<file path="src/swc_pkg.sv">
// shared constants, types and state records of the sleep/wake controller
`default_nettype none
package swc_pkg;
  localparam int          ADDR_W      = 14;
  localparam int          PC_W        = 13;
  localparam int          IO_W        = 13;
  localparam logic [13:0] STATUS_ADDR = 14'h0003;
  localparam logic [13:0] IRQCTL_ADDR = 14'h000B;
  localparam logic [13:0] OPTION_ADDR = 14'h0081;
  localparam logic [13:0] CONFIG_ADDR = 14'h2007;
  localparam logic [7:0]  OPTION_RST  = 8'hFF;
  localparam logic [7:0]  IRQCTL_RST  = 8'h00;
  localparam logic [7:0]  ZERO_BYTE   = 8'h00;
  // status bit positions
  localparam int PWRDN_BIT = 3;
  localparam int TO_BIT   = 4;
  // irq control bit positions
  localparam int GIRQ_EN_BIT = 7;
  localparam int EEIE_BIT = 6;
  localparam int TMIE_BIT = 5;
  localparam int EXIE_BIT = 4;
  localparam int PCIE_BIT = 3;
  // option and config bit positions
  localparam int PSA_BIT  = 3;
  localparam int PS_LSB   = 0;
  localparam int WDOG_EN_BIT = 2;
  localparam int FOSC_LSB = 0;
  localparam logic [1:0] OSC_RC = 2'h3;
  localparam logic [PC_W-1:0] VECTOR_ADDR = 13'h0004;
  // oscillator start-up delay
  localparam int OST_TOSC      = 1024;
  localparam int OSC_PERIOD_NS = 10;
  localparam int CLK_PERIOD_NS = 10;
  localparam int OST_CYC = (OST_TOSC * OSC_PERIOD_NS + CLK_PERIOD_NS - 1)
                           / CLK_PERIOD_NS;
  localparam int OST_W   = 11;

  typedef enum logic [1:0] {
    SWC_RUN    = 2'h0,
    SWC_SLEEP  = 2'h1,
    SWC_OST    = 2'h3,
    SWC_RESUME = 2'h2
  } swc_state_t;

  typedef struct packed {
    logic              rd;
    logic              wr;
    logic [ADDR_W-1:0] addr;
    logic [7:0]        wdata;
  } swc_bus_t;

  typedef struct packed {
    logic ex;
    logic pc;
    logic ee;
    logic tm;
  } swc_irq_t;

  typedef struct packed {
    logic [2:0] sh;
    logic       q;
  } swc_sync_st_t;

  typedef struct packed {
    logic       tick_d;
    logic [6:0] pre;
    logic [7:0] cnt;
    logic       to;
  } swc_wdt_st_t;

  typedef struct packed {
    swc_state_t        state;
    logic              pwrdn;
    logic              to;
    logic [7:0]        option;
    logic [7:0]        irqctl;
    logic [7:0]        cfg;
    logic              cfg_ok;
    logic [OST_W-1:0]  ost_cnt;
    logic              wake_irq;
    logic [PC_W-1:0]   wake_pc;
    logic [7:0]        rdata;
    logic              core_clk_en;
    logic              osc_en;
    logic              core_rst;
    logic              fetch_req;
    logic [PC_W-1:0]   fetch_addr;
    logic              vec_req;
    logic              wdt_clr;
    logic [IO_W-1:0]   io_out;
    logic [IO_W-1:0]   io_oe;
    logic              rstpin_oe;
  } swc_st_t;
endpackage
`default_nettype wire

</file>
<file path="src/swc_top.sv">
// sleep entry, wake-up sequencing, power-down and time-out flags
// Functional notes
// sleep entered only by sleep instruction
// sleep clears watchdog, power-down; sets time-out
// pin drive states frozen while asleep
// watchdog reset never drives master clear pin
// wake on master clear, watchdog, enabled irqs
// timer interrupt cannot act during sleep
// master clear resets; others resume execution
// power-down set at power-up; watchdog wake clears time-out
// next address captured while sleep executes
// enabled source wakes regardless of global enable
// after irq wake, vector if global enable
// start-up delay except resistor-cap oscillator mode
// pending enabled flag turns sleep into no-op
// irq after sleep: complete sleep, wake at once
// software checks power-down flag after sleep
// software places no-op after sleep if needed
// software clears watchdog before sleep
// watchdog wake from sleep continues, no reset
// global enable at bit 7, cleared on reset
// phase clocks restart after delay, fetch resumes
//
// Design decision made here: strobed register access.
`timescale 1ns/10ps
`default_nettype none
module swc_top #(
  parameter int WDT_TICKS = 256
) (
  input  wire logic                    clk,
  input  wire logic                    rst_b,
  input  wire swc_pkg::swc_bus_t       bus,
  output var  logic [7:0]              rdata,
  input  wire logic                    master_clear_pin_b,
  output var  logic                    master_clear_oe,
  input  wire logic                    wdt_osc,
  input  wire logic [7:0]              cfg_strap,
  input  wire logic                    sleep_instr,
  input  wire logic                    watchdog_clear_instr,
  input  wire logic [swc_pkg::PC_W-1:0] next_pc,
  input  wire swc_pkg::swc_irq_t       irq_flags,
  input  wire logic [swc_pkg::IO_W-1:0] io_out_in,
  input  wire logic [swc_pkg::IO_W-1:0] io_oe_in,
  output var  logic [swc_pkg::IO_W-1:0] io_out,
  output var  logic [swc_pkg::IO_W-1:0] io_oe,
  output var  logic                    osc_drive_en,
  output var  logic                    core_clk_en,
  output var  logic                    core_reset,
  output var  logic                    fetch_req,
  output var  logic [swc_pkg::PC_W-1:0] fetch_addr,
  output var  logic                    vector_req,
  output var  logic [swc_pkg::PC_W-1:0] vector_addr,
  output var  logic                    wdt_cleared,
  output var  logic                    asleep
);
  swc_pkg::swc_st_t r;
  swc_pkg::swc_st_t n;
  logic rstpin_b;
  logic wdt_tick;
  logic wdt_to;
  logic wdog_en;
  logic wake_en;
  logic nop_pend;
  logic rc_mode;

  swc_sync #(.RST_VAL(1'b1)) u_rstpin_sync (
    .clk   (clk),
    .rst_b (rst_b),
    .d     (master_clear_pin_b),
    .q     (rstpin_b)
  );

  swc_sync #(.RST_VAL(1'b0)) u_wdt_sync (
    .clk   (clk),
    .rst_b (rst_b),
    .d     (wdt_osc),
    .q     (wdt_tick)
  );

  assign wdog_en = r.cfg_ok && r.cfg[swc_pkg::WDOG_EN_BIT];
  assign rc_mode = r.cfg[swc_pkg::FOSC_LSB +: 2] == swc_pkg::OSC_RC;

  swc_wdt #(.BASE_TICKS(WDT_TICKS)) u_wdt (
    .clk      (clk),
    .rst_b    (rst_b),
    .tick     (wdt_tick),
    .enable   (wdog_en),
    .clr      (r.wdt_clr),
    .use_post (r.option[swc_pkg::PSA_BIT]),
    .ps       (r.option[swc_pkg::PS_LSB +: 3]),
    .timeout  (wdt_to)
  );

  // wake sources need only their own enable, not the global one
  always_comb begin
    wake_en  = (r.irqctl[swc_pkg::EXIE_BIT] && irq_flags.ex) ||
               (r.irqctl[swc_pkg::PCIE_BIT] && irq_flags.pc) ||
               (r.irqctl[swc_pkg::EEIE_BIT] && irq_flags.ee);
    // timer flag only counts while phase clocks run
    nop_pend = wake_en ||
               (r.irqctl[swc_pkg::TMIE_BIT] && irq_flags.tm);
  end

  always_comb begin
    n           = r;
    n.fetch_req = 1'b0;
    n.vec_req   = 1'b0;
    n.wdt_clr   = watchdog_clear_instr;
    n.core_rst  = 1'b0;
    n.rstpin_oe = 1'b0;
    n.rdata     = swc_pkg::ZERO_BYTE;
    if (!r.cfg_ok) begin
      n.cfg    = cfg_strap;
      n.cfg_ok = 1'b1;
    end
    if (r.core_clk_en) begin
      n.io_out = io_out_in;
      n.io_oe  = io_oe_in;
    end
    if (bus.wr) begin
      if (bus.addr == swc_pkg::OPTION_ADDR) begin
        n.option = bus.wdata;
      end else if (bus.addr == swc_pkg::IRQCTL_ADDR) begin
        n.irqctl = bus.wdata;
      end
    end
    if (bus.rd) begin
      if (bus.addr == swc_pkg::STATUS_ADDR) begin
        n.rdata[swc_pkg::PWRDN_BIT] = r.pwrdn;
        n.rdata[swc_pkg::TO_BIT] = r.to;
      end else if (bus.addr == swc_pkg::IRQCTL_ADDR) begin
        n.rdata = r.irqctl;
      end else if (bus.addr == swc_pkg::OPTION_ADDR) begin
        n.rdata = r.option;
      end else if (bus.addr == swc_pkg::CONFIG_ADDR) begin
        n.rdata = r.cfg;
      end
    end
    case (r.state)
      swc_pkg::SWC_RUN: begin
        if (wdt_to) begin
          // internal reset only, the pin stays released
          n.core_rst = 1'b1;
          n.to       = 1'b0;
          n.irqctl   = swc_pkg::IRQCTL_RST;
          n.option   = swc_pkg::OPTION_RST;
        end else if (sleep_instr && !nop_pend) begin
          n.wdt_clr     = 1'b1;
          n.pwrdn       = 1'b0;
          n.to          = 1'b1;
          n.osc_en      = 1'b0;
          n.core_clk_en = 1'b0;
          n.wake_pc     = next_pc;
          n.state       = swc_pkg::SWC_SLEEP;
        end
      end
      swc_pkg::SWC_SLEEP: begin
        // flags raised during or after sleep wake at once
        if (wake_en || (wdog_en && wdt_to)) begin
          n.wake_irq = wake_en;
          if (!wake_en) begin
            n.to = 1'b0;
          end
          n.osc_en  = 1'b1;
          n.ost_cnt = '0;
          n.state   = rc_mode ? swc_pkg::SWC_RESUME
                              : swc_pkg::SWC_OST;
        end
      end
      swc_pkg::SWC_OST: begin
        n.ost_cnt = r.ost_cnt + 11'h001;
        if (r.ost_cnt == swc_pkg::OST_W'(swc_pkg::OST_CYC - 1)) begin
          n.state = swc_pkg::SWC_RESUME;
        end
      end
      default: begin
        // phase clocks back, fetch from the captured address
        n.core_clk_en = 1'b1;
        n.fetch_req   = 1'b1;
        n.fetch_addr  = r.wake_pc;
        n.vec_req     = r.wake_irq && r.irqctl[swc_pkg::GIRQ_EN_BIT];
        n.state       = swc_pkg::SWC_RUN;
      end
    endcase
    if (!rstpin_b) begin
      // full reset; a sleeping core still waits for the oscillator, except in rc mode
      n.core_rst = 1'b1;
      n.to       = 1'b1;
      n.irqctl   = swc_pkg::IRQCTL_RST;
      n.option   = swc_pkg::OPTION_RST;
      n.wake_irq = 1'b0;
      n.wake_pc  = '0;
      n.osc_en   = 1'b1;
      n.wdt_clr  = 1'b1;
      if (!r.core_clk_en) begin
        n.state = (rc_mode || r.state == swc_pkg::SWC_RESUME)
                  ? swc_pkg::SWC_RESUME : swc_pkg::SWC_OST;
        if (r.state != swc_pkg::SWC_OST) begin
          n.ost_cnt = '0;
        end
      end else begin
        n.state     = swc_pkg::SWC_RUN;
        n.fetch_req = 1'b0;
      end
    end
  end

  always_ff @(posedge clk or negedge rst_b) begin
    if (!rst_b) begin
      r             <= '0;
      r.state       <= swc_pkg::SWC_RUN;
      r.pwrdn       <= 1'b1;
      r.to          <= 1'b1;
      r.option      <= swc_pkg::OPTION_RST;
      r.irqctl      <= swc_pkg::IRQCTL_RST;
      r.core_clk_en <= 1'b1;
      r.osc_en      <= 1'b1;
    end else begin
      r <= n;
    end
  end

  assign rdata           = r.rdata;
  assign master_clear_oe = r.rstpin_oe;
  assign io_out          = r.io_out;
  assign io_oe           = r.io_oe;
  assign osc_drive_en    = r.osc_en;
  assign core_clk_en     = r.core_clk_en;
  assign core_reset      = r.core_rst;
  assign fetch_req       = r.fetch_req;
  assign fetch_addr      = r.fetch_addr;
  assign vector_req      = r.vec_req;
  assign vector_addr     = swc_pkg::VECTOR_ADDR;
  assign wdt_cleared     = r.wdt_clr;
  assign asleep          = r.state == swc_pkg::SWC_SLEEP;

  logic take_sleep;
  assign take_sleep = r.state == swc_pkg::SWC_RUN && sleep_instr &&
                      rstpin_b && !wdt_to;
endmodule
`default_nettype wire

</file>
<file path="src/swc_sync.sv">
// three-stage pin synchroniser, output moves when stages two and three agree
`timescale 1ns/10ps
`default_nettype none
module swc_sync #(
  parameter logic RST_VAL = 1'b1
) (
  input  wire logic clk,
  input  wire logic rst_b,
  input  wire logic d,
  output var  logic q
);
  swc_pkg::swc_sync_st_t r;
  swc_pkg::swc_sync_st_t n;

  always_comb begin
    n    = r;
    n.sh = {r.sh[1:0], d};
    if (r.sh[1] == r.sh[2]) begin
      n.q = r.sh[2];
    end
  end

  always_ff @(posedge clk or negedge rst_b) begin
    if (!rst_b) begin
      r <= {{3{RST_VAL}}, RST_VAL};
    end else begin
      r <= n;
    end
  end

  assign q = r.q;
endmodule
`default_nettype wire

</file>
<file path="src/swc_wdt.sv">
// watchdog counter on ticks of its own oscillator, optional postscaler
`timescale 1ns/10ps
`default_nettype none
module swc_wdt #(
  parameter int BASE_TICKS = 256
) (
  input  wire logic       clk,
  input  wire logic       rst_b,
  input  wire logic       tick,
  input  wire logic       enable,
  input  wire logic       clr,
  input  wire logic       use_post,
  input  wire logic [2:0] ps,
  output var  logic       timeout
);
  if (BASE_TICKS < 2 || BASE_TICKS > 256) begin : g_bad_ticks
    $error("BASE_TICKS out of range");
  end
  localparam logic [7:0] LAST = 8'(BASE_TICKS - 1);

  swc_pkg::swc_wdt_st_t r;
  swc_pkg::swc_wdt_st_t n;
  logic [6:0] pre_last;

  always_comb begin
    n        = r;
    pre_last = use_post ? 7'((8'h01 << ps) - 8'h01) : 7'h00;
    n.tick_d = tick;
    n.to     = 1'b0;
    if (clr || !enable) begin
      n.pre = 7'h00;
      n.cnt = 8'h00;
    end else if (tick && !r.tick_d) begin
      if (r.cnt == LAST) begin
        n.cnt = 8'h00;
        if (r.pre == pre_last) begin
          n.pre = 7'h00;
          n.to  = 1'b1;
        end else begin
          n.pre = r.pre + 7'h01;
        end
      end else begin
        n.cnt = r.cnt + 8'h01;
      end
    end
  end

  always_ff @(posedge clk or negedge rst_b) begin
    if (!rst_b) begin
      r <= '0;
    end else begin
      r <= n;
    end
  end

  assign timeout = r.to;
endmodule
`default_nettype wire

</file>
<file path="config.mk">
export PLATFORM = sky130hd
export DESIGN_NAME = swc_top
export DESIGN_NICKNAME = d
export VERILOG_FILES = /design/src/swc_pkg.sv /design/src/swc_top.sv /design/src/swc_sync.sv /design/src/swc_wdt.sv
export SDC_FILE = /design/constraint.sdc
export NUM_CORES = 1
export LEC_CHECK = 0
export ABC_AREA = 1
export BUFFER_PORTS_ARGS = -buffer_cell sky130_fd_sc_hd__buf_2
export CELL_PAD_IN_SITES_DETAIL_PLACEMENT = 2
export CELL_PAD_IN_SITES_GLOBAL_PLACEMENT = 2
export CORE_ASPECT_RATIO = 0.9
export CORE_UTILIZATION = 25
export CTS_CLUSTER_DIAMETER = 200
export CTS_CLUSTER_SIZE = 20
export DETAILED_ROUTE_END_ITERATION = 8
export PLACE_DENSITY = 0.77
export SLEW_MARGIN = 5
export SYNTH_ARGS = -nofsm -noshare
export SYNTH_HDL_FRONTEND = slang
export SYNTH_SLANG_ARGS = --single-unit
</file>
<file path="constraint.sdc">
create_clock -name clk -period 1.7 [get_ports clk]
set_input_delay 0.17 -clock clk [delete_from_list [all_inputs] [get_ports clk]]
set_output_delay 0.17 -clock clk [all_outputs]
set_load 0.03 [all_outputs]
</file>
### Word-level counts from Yosys, hierarchy flattened

Cells that the tools add are included.

| cells by class | value |
|---|---|
| add/subtract/negate cells | 4 |
| multiplexer cells | 59 |
| bitwise gates (word level) | 2 |
| shifts and indexed selects | 1 |
| equality and inequality tests | 28 |
| reductions and logical operators | 31 |

Operators by type and width:

| cell | number |
|---|---|
| 16-bit 2-to-1 mux | 4 |
| 8-bit 2-to-1 mux | 8 |
| 13-bit 2-to-1 mux | 3 |
| 15-bit 2-to-1 mux | 2 |
| 25-bit 2-to-1 mux | 1 |
| 11-bit 2-to-1 mux | 2 |
| 11-bit case mux with 2 select lines | 1 |
| 7-bit 2-to-1 mux | 3 |
| 3-bit inequality test (second input constant) | 6 |
| 1-bit 2-to-1 mux | 17 |
| 17-bit 2-to-1 mux | 1 |
| 2-bit inequality test (second input constant) | 8 |
| 14-bit == test (second input constant) | 1 |
| 14-bit by 2-bit == test with 1-bit output (second input constant) | 1 |
| 14-bit by 4-bit == test with 1-bit output (second input constant) | 1 |
| 14-bit by 8-bit == test with 1-bit output (second input constant) | 1 |
| 2-bit 2-to-1 mux | 7 |
| 12-bit 2-to-1 mux | 1 |
| 3-bit 2-to-1 mux | 4 |
| 4-bit AND reduction | 3 |
| 11-bit by 1-bit adder with 11-bit output (second input constant) | 1 |
| 11-bit by 10-bit == test with 1-bit output (second input constant) | 1 |
| 1-bit logical AND | 9 |
| 3-bit AND reduction | 3 |
| 21 further kinds | 36 |

| word-level totals | value |
|---|---|
| output and inout bits | 68 |
| bits in registers | 132 |
| logic and storage cells | 153 |

### Longest topological paths before layout

| logic depth | value |
|---|---|
| depth in word-level cells | 10 |
| gate-level depth with buffers | 11 |
| mapped depth without buffers | 10 |

### Cells and area by module

A second synthesis with hierarchy kept.

| second synthesis, totals | value |
|---|---|
| cells, all modules | 854 |
| area, all modules | 6919.1 um^2 |

By module, submodules not included:

| module | times used | cells each | seq. area each (um^2) | area each (um^2) |
|---|---|---|---|---|
| swc_top | 1 | 681 | 2692.6 | 5487.8 |
| swc_wdt | 1 | 157 | 425.4 | 1193.6 |
| swc_sync at u_rstpin_sync | 1 | 8 | 105.1 | 121.4 |
| swc_sync at u_wdt_sync | 1 | 8 | 100.1 | 116.4 |

### Worst setup path before layout

OpenSTA, ideal clock, no wires.

| path | value |
|---|---|
| path type | reg2reg |
| start point | register core_clk_en (netlist name) |
| end point | register r (netlist bit io_oe[12]) |
| setup time | 0.125 ns |
| arrival | 1.401 ns |
| path slack | 0.174 ns |
| path buffers | 2 |
| period minus slack after synthesis | 1.526 ns |
| stages on the path, launching flop included | 4 |
| path through | dfstp_2 -> buf_2 -> buf_2 -> mux2_2 |

RTL lines:

| item | RTL line | text |
|---|---|---|
| end signal, assigned | swc_top.sv:219 | `r <= n;` |
| end, declared | swc_top.sv:56 | `swc_pkg::swc_st_t r;` |

No word-level cell between the ends.

### Worst setup path after layout

| path | value |
|---|---|
| start point | register r[107] (netlist bit) |
| end point | output port asleep |

| on the way | value |
|---|---|
| word-level cells in the longest chain between the ends | 1 |

Ends and longest elaborated chain:

| item | RTL line | text |
|---|---|---|
| 2-bit by 1-bit == test with 1-bit output | swc_top.sv:235 | `assign asleep = r.state == swc_pkg::SWC_SLEEP;` |
| end, declared | swc_top.sv:54 | `output var logic asleep` |

Every way passes these cells.

==> impl_metrics.yaml <==
status:
  status: "completed"
routing:
  dr.pass1.iters: 4
  ant_nets: 0
  drt-total-wl_um: 20200
  drc: 0
  detail_route.wl_per_cell_um: 15.7
  drt_iter0_drc: 191
  viasPerCell: 4.37
  vias: 5621
job:
  cap_violations: 0
min_path:
  min_path_type: "input port to flip-flop"
  worstHoldPathCells: 2
  min_from: "cfg_strap[5]"
  min_to: "r[85]$_DFFE_PN0N_"
global_routing:
  grt_start_max_net_pins: 43
  grt_pass1_vias: 6111
  grt_usage_pct: 15.5
  grt_overflow: 0
  grt_pass1_wl_um: 33000
  antenna_found_initial: 0
layout:
  final_area_um2: 8710
  stdcell_count: 1285
  drive_gt1_share_pct: 30.3
  nets: 1008
  fin_util_pct: 33.5
  syn_to_final_growth_pct: 32.0
  antenna_cells: 0
  num-fill-cells: 2895
critical_path:
  cpMaxStageDelayCell: "dfrtp_1"
  path_cells: "inv_2 -> nand2_1 -> inv_1 -> buf_2"
  worstPathMaxFanout: 4
  cp_data_required_time_ns: 1.53
  cpPeakStageDelay_ns: 0.44
  rr_startpoint: "u_wdt.r[1]$_DFFE_PN0P_"
  worstPathArrival_ns: 1.44
  r2r-end: "u_wdt.r[12]$_DFFE_PN0P_"
  r2r_setup_slack_ns: 0.10
  worst_setup_path_end_kind: "output port"
  reg2reg_depth: 7
  critical_path_class: "flip-flop to output port"
  start_kind: "flip-flop"
floorplan:
  initial_core_util_pct: 25.4
  dieArea_um2: 27100
  die_w_um: 173
  pin_count: 149
  fp.coreArea_um2: 26000
  die_h_um: 156
  std_cell_rows: 56
timing:
  tightest_slew_ns: 0.740
  skew_ns: 0.00956
  fmax_mhz: 621
  hold_violations: 0
  period_share_pct: 94.7
  setup_viol: 0
  slew_viol_final: 0
  period_minus_slack_ns: 1.61
  slew_headroom_pct: 50.6
  setup_tns_ns: 0
logic_synthesis:
  ys_types: 36
  synthTopCellsByArea: "dfrtp_1 44%, nand2_1 12%, buf_4 7.4%"
  yosysWarnings: 0
  synth_top_area_share_pct: 44.0
  syn_inst: 757
  synth_area_um2: 6600
  yosysSeqAreaShare_pct: 50.4
  syn_area_per_cell_um2: 8.72
  synth_seq_cells: 132
  yosysTopAreaCell: "dfrtp_1"
clocking:
  clockBufferDepth: 2
  h-tree-depth: 4
  clock_latency_ns: 0.43
  root_buffer: "clkbuf_16"
  cts_sinks: 132
  tritoncts: "yes"
  numCtsBuffers: 17
  clk_pin_slew_worst_paths_ns: 0.06
place:
  gp_congestion: 0.767
  place_area_um2: 7400
  dp.cells: 1195
  port_buffers: 134
  dp_hpwl_um: 14100
pwr:
  p_total_mw: 12.0
  power_leakage_nw: 4.42
  peakVddDrop_uv: 646
  p_per_area_nw_per_um2: 1370
## Yosys cell counts, drive strengths merged
library cell and instances:
a22oi 2, a21oi 9, nand3b 1, nand4 8, maj3 2, dfstp 16
or2 1, nand3 74, nand2 209, buf 74, dfrtp 116, mux2 33
nor3 6, o31ai 1, inv 72, ha 3, nor2 77, o21ai 37
a31oi 1, conb 2, xnor2 1, o22ai 3, xor2 8, clkbuf 1
## worst max path at each step
stage / start / endpoint / slack [ns]
floorplan: core_clk_en$_DFFE_PN1P_ / io_oe[12]$_DFFE_PN0P_ / 0.17
global placement: r[99]$_DFF_PN1_ / u_wdt.r[11]$_DFFE_PN0P_ / 0.11
detailed placement: u_wdt.r[1]$_DFFE_PN0P_ / u_wdt.r[13]$_DFFE_PN0P_ / 0.03
CTS: r[94]$_DFF_PN0_ / r[66]$_DFFE_PN0P_ / 0.02
global route: u_wdt.r[1]$_DFFE_PN0P_ / u_wdt.r[14]$_DFFE_PN0P_ / -0.02
finish: r[107]$_DFFE_PN0P_ / asleep / 0.09
## area by class of cell
class | count | area, um2 | share of cell area, %
clock buffer | 20 | 457 | 5.24
inverter | 72 | 273 | 3.13
sequential | 132 | 3320 | 38.2
timing repair buffer | 210 | 1430 | 16.4
multi-input combinational | 491 | 2590 | 29.7
clock inverter | 12 | 204 | 2.34
tap | 348 | 435 | 5.00
## critical path: cells and delay by family, from the launching register on
family,cells,cell delay [ns]
buffers and inverters,3,0.52
flip-flops,1,0.44
AND/OR/NAND/NOR,1,0.06
## stage by stage
step	setup slack, ns	hold WS (ns)
2_1_floorplan	0.174	-0.126
5_1_grt	-0.0168	0.00249
4_1_cts	0.0162	0.00198
3_3_place_gp	0.113	0.121
6_report	0.0896	0.0118
3_5_place_dp	0.0321	0.117
## cells by family after synthesis
group,count (synthesis),share of synthesized area (%)
AO/OA/AOI/OAI,53,4.38
XOR/XNOR,9,1.19
adder cells (fa/ha/maj),5,0.872
buffers and inverters,147,12.3
flip-flops,132,50.4
multiplexers,33,5.63
other,2,0.114
AND/OR/NAND/NOR,376,25.1
## routing by layer
layer | GRT usage, % | wire length [um]
met5 | 0 | 0
met4 | 3.79 | 160
met3 | 3.05 | 656
met2 | 28.1 | 10300
met1 | 18.7 | 9060
## registers in the layout, indices dropped and copies added, names as in the netlist, 2 cells and up
register         flops
fetch_addr          13
io_oe               13
io_out              13
r                   54
rdata                8
u_rstpin_sync.n      2
u_wdt.r             16
u_wdt_sync.n         2
## report_power, final
group | switching, mW | internal, mW
clock | 1.46 | 2.68
sequential | 0.383 | 3.81
combinational | 2.40 | 1.22
## cells in the final DEF, fill, tap and decap left out, drive strengths merged
master       count
xnor2            1
dlygate4sd3     52
nand3           74
conb            15
maj3             2
a31oi            1
o22ai            3
dfstp           16
bufinv           5
mux2            33
o31ai            1
a21oi            9
dfrtp          116
xor2             8
inv             72
or2              1
a22oi            2
nand3b           1
clkinvlp         6
nor3             6
clkbuf          20
nand2          209
o21ai           37
nand4            8
nor2            77
ha               3
clkinv           1
buf            158
## repair_timing
| item | 4_1_cts | 5_1_grt |
|---|---|---|
| buffers inserted | 0 | 6 |
| hold buffers | 51 | 1 |
| resized for setup | 2 | 19 |
| hold endpoints to repair | 87 | 1 |
| pin swaps | 0 | 8 |
| cloned | 0 | 0 |
| setup endpoints to repair | 7 | 26 |
Power figures use the tool's default switching activity.
